==> config.mk <==
export PLATFORM = sky130hd
export DESIGN_NAME = strap_decode_and_led_polarity
export DESIGN_NICKNAME = d
export VERILOG_FILES = /design/src/strap_cfg_pkg.sv /design/src/strap_decode_and_led_polarity.sv
export SDC_FILE = /design/constraint.sdc
export NUM_CORES = 1
export LEC_CHECK = 0
export BUFFER_PORTS_ARGS = -buffer_cell sky130_fd_sc_hd__buf_4
export CAP_MARGIN = 30
export CORE_MARGIN = 2
export CORE_UTILIZATION = 48
export CTS_CLUSTER_SIZE = 20
export DETAILED_ROUTE_END_ITERATION = 12
export MAX_ROUTING_LAYER = met4
export PLACE_DENSITY = 0.81
export SLEW_MARGIN = 20
export SYNTH_ARGS = -nofsm -noshare
export SYNTH_HDL_FRONTEND = slang
export SYNTH_SLANG_ARGS = --single-unit
==> constraint.sdc <==
create_clock -name sys_clk -period 2.3 [get_ports sys_clk]
set_input_delay 0.345 -clock sys_clk [delete_from_list [all_inputs] [get_ports sys_clk]]
set_output_delay 0.345 -clock sys_clk [all_outputs]
set_load 0.1 [all_outputs]
==> src/strap_cfg_pkg.sv <==
// Constants for the strap decoder and indicator polarity block.
// Assumes strap levels arrive already quantised to a 2-bit mode code (0..3 = mode 1..4).
package strap_cfg_pkg;

   // ----------------------------------------------------------------------
   // Register offsets and field positions
   // ----------------------------------------------------------------------
   localparam logic [4:0] INDICATOR_FUNCTION_CONTROL_OFS = 5'h18;
   localparam logic [5:0] CONFIGURATION_FOUR_OFS = 6'h31;
   localparam int REG_ADDR_W = 6;
   localparam int REG_DATA_W = 16;
   localparam int CFG4_RXCTRL_BIT = 7;
   localparam int CFG4_MIRROR_BIT = 0;
   localparam int FUNC_SEL_W = 4;
   localparam int NUM_IND = 4;

   // ----------------------------------------------------------------------
   // Strap mode codes and defaults
   // ----------------------------------------------------------------------
   localparam logic [1:0] MODE1 = 2'h0;
   localparam logic [1:0] MODE3 = 2'h2;
   localparam logic [1:0] MODE4 = 2'h3;
   // Strap latch timing, in edges counted after reset release
   localparam logic [1:0] LATCH_STEP = 2'h2;
   localparam logic [1:0] LATCH_DONE = 2'h3;
   // Link speed codes on speedCode
   localparam logic [1:0] SPEED_1000 = 2'h2;
   localparam logic [1:0] SPEED_100 = 2'h1;
   localparam logic [1:0] SPEED_10 = 2'h0;
   localparam logic [15:0] IND_FUNC_RESET = 16'h0000;
   localparam logic [15:0] CFG4_RESET = 16'h0080;

   // Indicator function selector codes
   localparam logic [3:0] FUNC_LINK = 4'h0;
   localparam logic [3:0] FUNC_ACT = 4'h1;
   localparam logic [3:0] FUNC_SPD1000 = 4'h2;
   localparam logic [3:0] FUNC_SPD100 = 4'h3;
   localparam logic [3:0] FUNC_SPD10 = 4'h4;
   localparam logic [3:0] FUNC_ON = 4'hE;
   localparam logic [3:0] FUNC_OFF = 4'hF;

   // Advertised speed set: bit2 = 1000, bit1 = 100, bit0 = 10
   localparam logic [2:0] ADV_ALL = 3'h7;
   localparam logic [2:0] ADV_NO10 = 3'h6;

endpackage

==> src/strap_decode_and_led_polarity.sv <==
// Strap decoder, configuration hold and indicator function/polarity output stage.
// Assumes strap mode codes come from the pad comparators (asynchronous to sys_clk),
// and registers are reached through a simple word write/read port on sys_clk.
// Operation
// - Pin1 strap gives advertise select, tx skew2
// - Pin0 strap gives mirror, serial MAC enable
// - Select 0 advertises 10, 100, 1000
// - Select 1 advertises 100 and 1000 only
// - Three tx skew bits choose tx delay
// - Three rx skew bits choose rx delay
// - Four indicators, functions via control register
// - Modes 1-3 make indicator active high
// - Mode 4 makes indicator active low
// - Sample straps at hardware reset release
// - Software reset reloads latched strap values
// - Pin2 strap gives tx skew bits 1:0
// - General pins give receive skew bits
`timescale 1ns/1ps
`default_nettype none

module strap_decode_and_led_polarity #(
   parameter int NUM_IND = strap_cfg_pkg::NUM_IND
) (
   input wire logic sys_clk,
   input wire logic sys_rst,
   input wire logic softReset,
   input wire logic [1:0] strapInd0,
   input wire logic [1:0] strapInd1,
   input wire logic [1:0] strapInd2,
   input wire logic [1:0] strapInd3,
   input wire logic [1:0] strapGp0,
   input wire logic [1:0] strapGp1,
   input wire logic regWrite,
   input wire logic [5:0] regAddr,
   input wire logic [15:0] regWdata,
   output logic [15:0] regRdata,
   input wire logic linkUp,
   input wire logic activity,
   input wire logic [1:0] speedCode,
   output logic advertiseSelect,
   output logic [2:0] advertiseSpeeds,
   output logic [2:0] txSkewSel,
   output logic [2:0] rxSkewSel,
   output logic mirrorEnable,
   output logic serialMacEnable,
   output logic indicator_pin_0,
   output logic indicator_pin_1,
   output logic indicator_pin_2,
   output logic indicator_pin_3
);

   // ----------------------------------------------------------------------
   // Strap synchronisers
   // ----------------------------------------------------------------------
   logic [11:0] strapMeta_r;
   logic [11:0] strapSync_r;
   logic [1:0] latchDone_r;

   // Two stages before any decode; pads are not on sys_clk
   always_ff @(posedge sys_clk or posedge sys_rst) begin
      if (sys_rst) begin
         strapMeta_r <= 12'h000;
         strapSync_r <= 12'h000;
      end else begin
         strapMeta_r <= {strapGp1, strapGp0, strapInd3, strapInd2, strapInd1, strapInd0};
         strapSync_r <= strapMeta_r;
      end
   end

   // ----------------------------------------------------------------------
   // Strap latch
   // ----------------------------------------------------------------------
   logic [11:0] strapLatch_r;

   // Wait two edges after release so the synchroniser holds real pad levels
   always_ff @(posedge sys_clk or posedge sys_rst) begin
      if (sys_rst) begin
         latchDone_r <= 2'h0;
      end else if (latchDone_r != strap_cfg_pkg::LATCH_DONE) begin
         latchDone_r <= latchDone_r + 2'h1;
      end
   end

   // Captured once per hardware reset; software reset never resamples
   always_ff @(posedge sys_clk or posedge sys_rst) begin
      if (sys_rst) begin
         strapLatch_r <= 12'h000;
      end else if (latchDone_r == strap_cfg_pkg::LATCH_STEP) begin
         strapLatch_r <= strapSync_r;
      end
   end

   // ----------------------------------------------------------------------
   // Decode into configuration flops
   // ----------------------------------------------------------------------
   logic [1:0] ind0Mode, ind1Mode, ind2Mode, ind3Mode, gp0Mode, gp1Mode;
   assign ind0Mode = strapLatch_r[1:0];
   assign ind1Mode = strapLatch_r[3:2];
   assign ind2Mode = strapLatch_r[5:4];
   assign ind3Mode = strapLatch_r[7:6];
   assign gp0Mode = strapLatch_r[9:8];
   assign gp1Mode = strapLatch_r[11:10];

   logic reload;
   logic cfgLoaded_r;

   // One load per hardware reset; a reload held high would swallow every later configuration four write
   always_ff @(posedge sys_clk or posedge sys_rst) begin
      if (sys_rst) begin
         cfgLoaded_r <= 1'b0;
      end else if (latchDone_r == strap_cfg_pkg::LATCH_DONE) begin
         cfgLoaded_r <= 1'b1;
      end
   end

   assign reload = ((latchDone_r == strap_cfg_pkg::LATCH_DONE) && !cfgLoaded_r) || softReset;

   logic [9:0] cfg_r;
   logic [9:0] cfg_nxt;

   // Mode n maps to pair value n-1; mode code is already that binary pair
   always_comb begin
      cfg_nxt[9] = ind1Mode[1];
      cfg_nxt[8] = ind1Mode[0];
      cfg_nxt[7:6] = ind2Mode;
      cfg_nxt[5] = ind0Mode[1];
      cfg_nxt[4] = ind0Mode[0];
      cfg_nxt[3:2] = gp1Mode;
      // Only modes 1 and 3 are legal here; the upper decision level decides
      cfg_nxt[1] = (gp0Mode >= strap_cfg_pkg::MODE3);
      cfg_nxt[0] = 1'b0;
   end

   // Held until the next reset event; software reset reloads it from the latch
   always_ff @(posedge sys_clk or posedge sys_rst) begin
      if (sys_rst) begin
         cfg_r <= 10'h000;
      end else if (reload) begin
         cfg_r <= cfg_nxt;
      end
   end

   assign advertiseSelect = cfg_r[9];
   // Speeds advertised follow the select bit
   assign advertiseSpeeds = cfg_r[9] ? strap_cfg_pkg::ADV_NO10
                                     : strap_cfg_pkg::ADV_ALL;
   assign txSkewSel = {cfg_r[8], cfg_r[7:6]};
   assign rxSkewSel = {cfg_r[3:2], cfg_r[1]};

   // ----------------------------------------------------------------------
   // Registers
   // ----------------------------------------------------------------------
   logic [15:0] indFunc_r;
   logic [15:0] cfgFour_r;
   logic mirrorSw_r;

   // Function control defaults on any reset event
   always_ff @(posedge sys_clk or posedge sys_rst) begin
      if (sys_rst) begin
         indFunc_r <= strap_cfg_pkg::IND_FUNC_RESET;
      end else if (softReset) begin
         indFunc_r <= strap_cfg_pkg::IND_FUNC_RESET;
      end else if (regWrite && regAddr == 6'(strap_cfg_pkg::INDICATOR_FUNCTION_CONTROL_OFS)) begin
         indFunc_r <= regWdata;
      end
   end

   // Mirror bit defaults from strap; bit 7 left for software to clear
   always_ff @(posedge sys_clk or posedge sys_rst) begin
      if (sys_rst) begin
         cfgFour_r <= strap_cfg_pkg::CFG4_RESET;
         mirrorSw_r <= 1'b0;
      end else if (reload) begin
         cfgFour_r <= strap_cfg_pkg::CFG4_RESET;
         mirrorSw_r <= cfg_nxt[5];
      end else if (regWrite && regAddr == strap_cfg_pkg::CONFIGURATION_FOUR_OFS) begin
         cfgFour_r <= regWdata;
         mirrorSw_r <= regWdata[strap_cfg_pkg::CFG4_MIRROR_BIT];
      end
   end

   assign mirrorEnable = mirrorSw_r;
   assign serialMacEnable = cfg_r[4];

   // Read mux; unmapped offsets read zero
   always_comb begin
      regRdata = 16'h0000;
      if (regAddr == 6'(strap_cfg_pkg::INDICATOR_FUNCTION_CONTROL_OFS)) begin
         regRdata = indFunc_r;
      end else if (regAddr == strap_cfg_pkg::CONFIGURATION_FOUR_OFS) begin
         regRdata = {cfgFour_r[15:1], mirrorSw_r};
      end
   end

   // ----------------------------------------------------------------------
   // Indicator function select and polarity
   // ----------------------------------------------------------------------
   logic [3:0] activeLow;
   logic [3:0] funcOn;
   logic [3:0] indOut_r;

   assign activeLow = {ind3Mode == strap_cfg_pkg::MODE4, ind2Mode == strap_cfg_pkg::MODE4,
                       ind1Mode == strap_cfg_pkg::MODE4, ind0Mode == strap_cfg_pkg::MODE4};

   generate
      for (genvar i = 0; i < NUM_IND; i++) begin : g_ind
         logic [3:0] sel;
         assign sel = indFunc_r[i*4 +: 4];
         // Function logic works active high throughout
         always_comb begin
            unique case (sel)
               strap_cfg_pkg::FUNC_LINK: funcOn[i] = linkUp;
               strap_cfg_pkg::FUNC_ACT: funcOn[i] = activity;
               strap_cfg_pkg::FUNC_SPD1000: begin
                  funcOn[i] = linkUp && speedCode == strap_cfg_pkg::SPEED_1000;
               end
               strap_cfg_pkg::FUNC_SPD100: begin
                  funcOn[i] = linkUp && speedCode == strap_cfg_pkg::SPEED_100;
               end
               strap_cfg_pkg::FUNC_SPD10: begin
                  funcOn[i] = linkUp && speedCode == strap_cfg_pkg::SPEED_10;
               end
               strap_cfg_pkg::FUNC_ON: funcOn[i] = 1'b1;
               default: funcOn[i] = 1'b0; // Unused codes and FUNC_OFF are dark
            endcase
         end
         // Inversion last; during reset pins sit inactive-high-style low
         always_ff @(posedge sys_clk or posedge sys_rst) begin
            if (sys_rst) begin
               indOut_r[i] <= 1'b0;
            end else begin
               indOut_r[i] <= funcOn[i] ^ activeLow[i];
            end
         end
      end
   endgenerate

   assign indicator_pin_0 = indOut_r[0];
   assign indicator_pin_1 = indOut_r[1];
   assign indicator_pin_2 = indOut_r[2];
   assign indicator_pin_3 = indOut_r[3];

endmodule

`default_nettype wire

==> metrics.txt <==
Switching Power 818 uW; Syn Inst Count 233; First DRT Iteration DRCs 110; Worst Setup SP regAddr[1]; gr usage total between 10% and 20%; GPL Wtd Cong between 0.7 and 0.8; Root Driver clkbuf_8; max incr delay on CP 0.42 ns; XOR/XNOR Fraction of Synth Area 1.36%; Post-CTS Setup Bufs 0; Avg Cell Area, Syn 13.8 sq um; Die Y 85.9 um; Layout Skew 0.00668 ns; final net count approximately 350; crit path time final 2.16 ns; asr flop ratio synth 100%; Worst-Margin Slew 0.777 ns; top_reg_cell synth dfrtp_1; PostCTS Resize Cnt 0; initial antenna violation count 0; Worst R2R Setup Slack 0.66 ns; type of the worst min-delay path in2async; largest family of logic cells by synthesized area compound AO/OA/AOI/OAI gates; Worst Setup End Kind output pin; Post-Synth Adder-Cell Area less than 1%; simple-gate share of the synthesized area 7.38%; first-pass GRT wire length about 11 mm; Clock power frac 31.2%; CTS Buf Count 9; # hold bufs at CTS 0; num rows 29; flops & latches, synth 80; Yosys cell types 43; mapped cell area 0.00322 sq mm; Initial Utilization 50.2%; Fillers 534; Final setup violation count 0; Final Hold Viols 0; number of max-cap violations 0; largest net degree at the start of global routing slightly above 80; antenna diode count 0; Max Slew Vio Count 0; switching fraction of total power 29.3%; Setup CP Type in2out; post-detail-place hpwl 4.43 mm; register area share after synthesis slightly above 60%; Die W around 86 um; CP max-delay cell or3b_4; CORE AREA approximately 0.0064 sq mm; Worst-path clk slew 0.07 ns; I/O pin cnt 74; H-tree levels 3; vias in the first global route 2277; Max clock buf depth 2; mux cell area share after synthesis 7.57%; CP max FO 18; Worst Path Required 1.96 ns; Power Density 693 mW/mm^2; Reg2Reg Capture Point cfgFour_r[3]; 1st-pass router iterations 4; total number of yosys warnings 0; Layout area overhead 24.8%; Register Area 0.00200 sq mm; layout cells sized above 1 between 40% and 50%; LEAKAGE between 1.5 and 2 nW; Post-synth EDFFs 0; final worst-path cycle share 94.0%; CP dominant cell by count buf_4; Combinational Power Share 15.5%; GR Util met2 between 30% and 40%; vias per inst 5.62; # DRC 0; Total Neg Setup Slack 0 ns; Worst slew margin a little under 50%; Flop pwr share 53.3%; outcome completed; CP top delay family simple AND/OR/NAND/NOR gates; M1 GR Usage 24.0%; cell internal pwr 1.97 mW; CP Buf/Inv Count 3; CTS Sinks 80; Core Util, Final 62.6%; CP cell instances buf_4 -> or3b_4 -> nor4b_4 -> buf_12 -> a22o_2 -> buf_4; grt met3 use under 10%; reg2reg path depth 5; reg2reg start latchDone_r[0]; Critical Path Start Type primary input; area of the multi-input gates 0.00113 sq mm; unrepaired setup endpoints after global routing false; grt total ovfl 0; WL/cell 16.7 um; peak supply drop 0.487 mV; hold slack 0.0920 ns; Fmax 463 MHz; Synth Area in Compound Gates 17.2%; Clk Latency, worst-skew pair 0.35 ns; CTS tree yes; final wirelength roughly 6.5 mm; CP Data Arrival Time ~1.8 ns; die area 0.00739 sq mm; Most Crowded Layer GR met2; Antenna Nets Post-Route 0; port bufs 70; DR vias 2181
## synth_stat cells (all sizes together), types with 2 or more instances
cell    instances  area, sq um
or3b            2         20.0
and2            2         15.0
nor3b           2         15.0
ha              2         25.0
nand2           9         38.8
nor2            3         18.8
clkbuf          3         11.3
nor3            3         26.3
nand3b          4         30.0
or2             2         12.5
a21oi          10         53.8
mux2i           3         30.0
a22o           46          403
o21ai           4         20.0
xnor2           3         26.3
inv             7         26.3
nor2b           4         25.0
o41ai           3         26.3
buf            10         75.1
xor2            2         17.5
dfrtp          79         1980
mux2           19          214
## cells by family after synthesis
family | Yosys count
fa+ha+maj | 2
compound gates | 69
other cells | 1
buf+inv | 20
flops | 80
mux | 22
xor+xnor | 5
simple gates | 34
## final cells by class
class	count	share of cell area, %
flip-flops and latches	80	49.8
repair buffers	75	14.9
clock inverters	5	0.840
multi-input cells	134	28.1
clock buffers	10	3.17
inverters	7	0.747
well taps	77	2.40
## how the worst max path moves through the flow
stage                               to  slack [ns]  cells past startpoint
after floorplan            regRdata[0]        0.02                      4
after global placement    regRdata[11]        0.16                      6
after detailed placement  regRdata[11]        0.14                      6
after CTS                 regRdata[11]        0.14                      6
after global routing      regRdata[11]        0.07                      6
final                     regRdata[11]        0.14                      6
## state kept, by name, summed over array words and instances (netlist names), 2 cells and up
name	count
strapSync_r	11
strapLatch_r	11
cfgFour_r	15
strapMeta_r	11
indFunc_r	16
cfg_r	8
latchDone_r	2
## metal layers
layer  wire, um  up-vias
met2       3230       65
met1       2730     1096
met5          0        -
li1           -     1006
met4        126        0
met3        406       14
## metrics by stage
step | power [mW] | worst slack (ns) | instances | instance area (sq um)
after detailed placement | 1.95 | 0.139 | 373 | 3860
after floorplan | 1.81 | 0.0174 | 234 | 3250
after global placement | 1.94 | 0.157 | 373 | 3860
after CTS | 2.82 | 0.140 | 388 | 4020
final | 2.79 | 0.139 | 388 | 4020
after global routing | 2.92 | 0.0697 | 388 | 4020
## placed cells by master (no fill, tap or decap), types with 3 or more instances in the layout
cell type   count
a21oi_1         9
a22o_1         30
a22o_2         16
buf_12          3
buf_4          72
clkbuf_8        9
clkinvlp_4      3
dfrtp_1        79
inv_1           6
mux2_2         19
mux2i_1         3
nand2_1         7
nand3b_1        4
nor2b_1         4
o21ai_0         3
o41ai_1         3
xnor2_1         3
## power by group through the flow
stage / Sequential (mW) / Clock (mW) / Combinational [mW]
global placement: 1.51 / 0 / 0.430
finish: 1.49 / 0.870 / 0.432
global route: 1.49 / 0.969 / 0.455
CTS: 1.49 / 0.896 / 0.437
floorplan: 1.68 / 0 / 0.130
detailed placement: 1.51 / 0 / 0.436
## tightest hold or removal path, cell delays in order
cell and delay (ns):
buf_4 0.12, clkinvlp_4 0.07, buf_12 0.32
No activity file was read; power rests on OpenSTA's default activity.
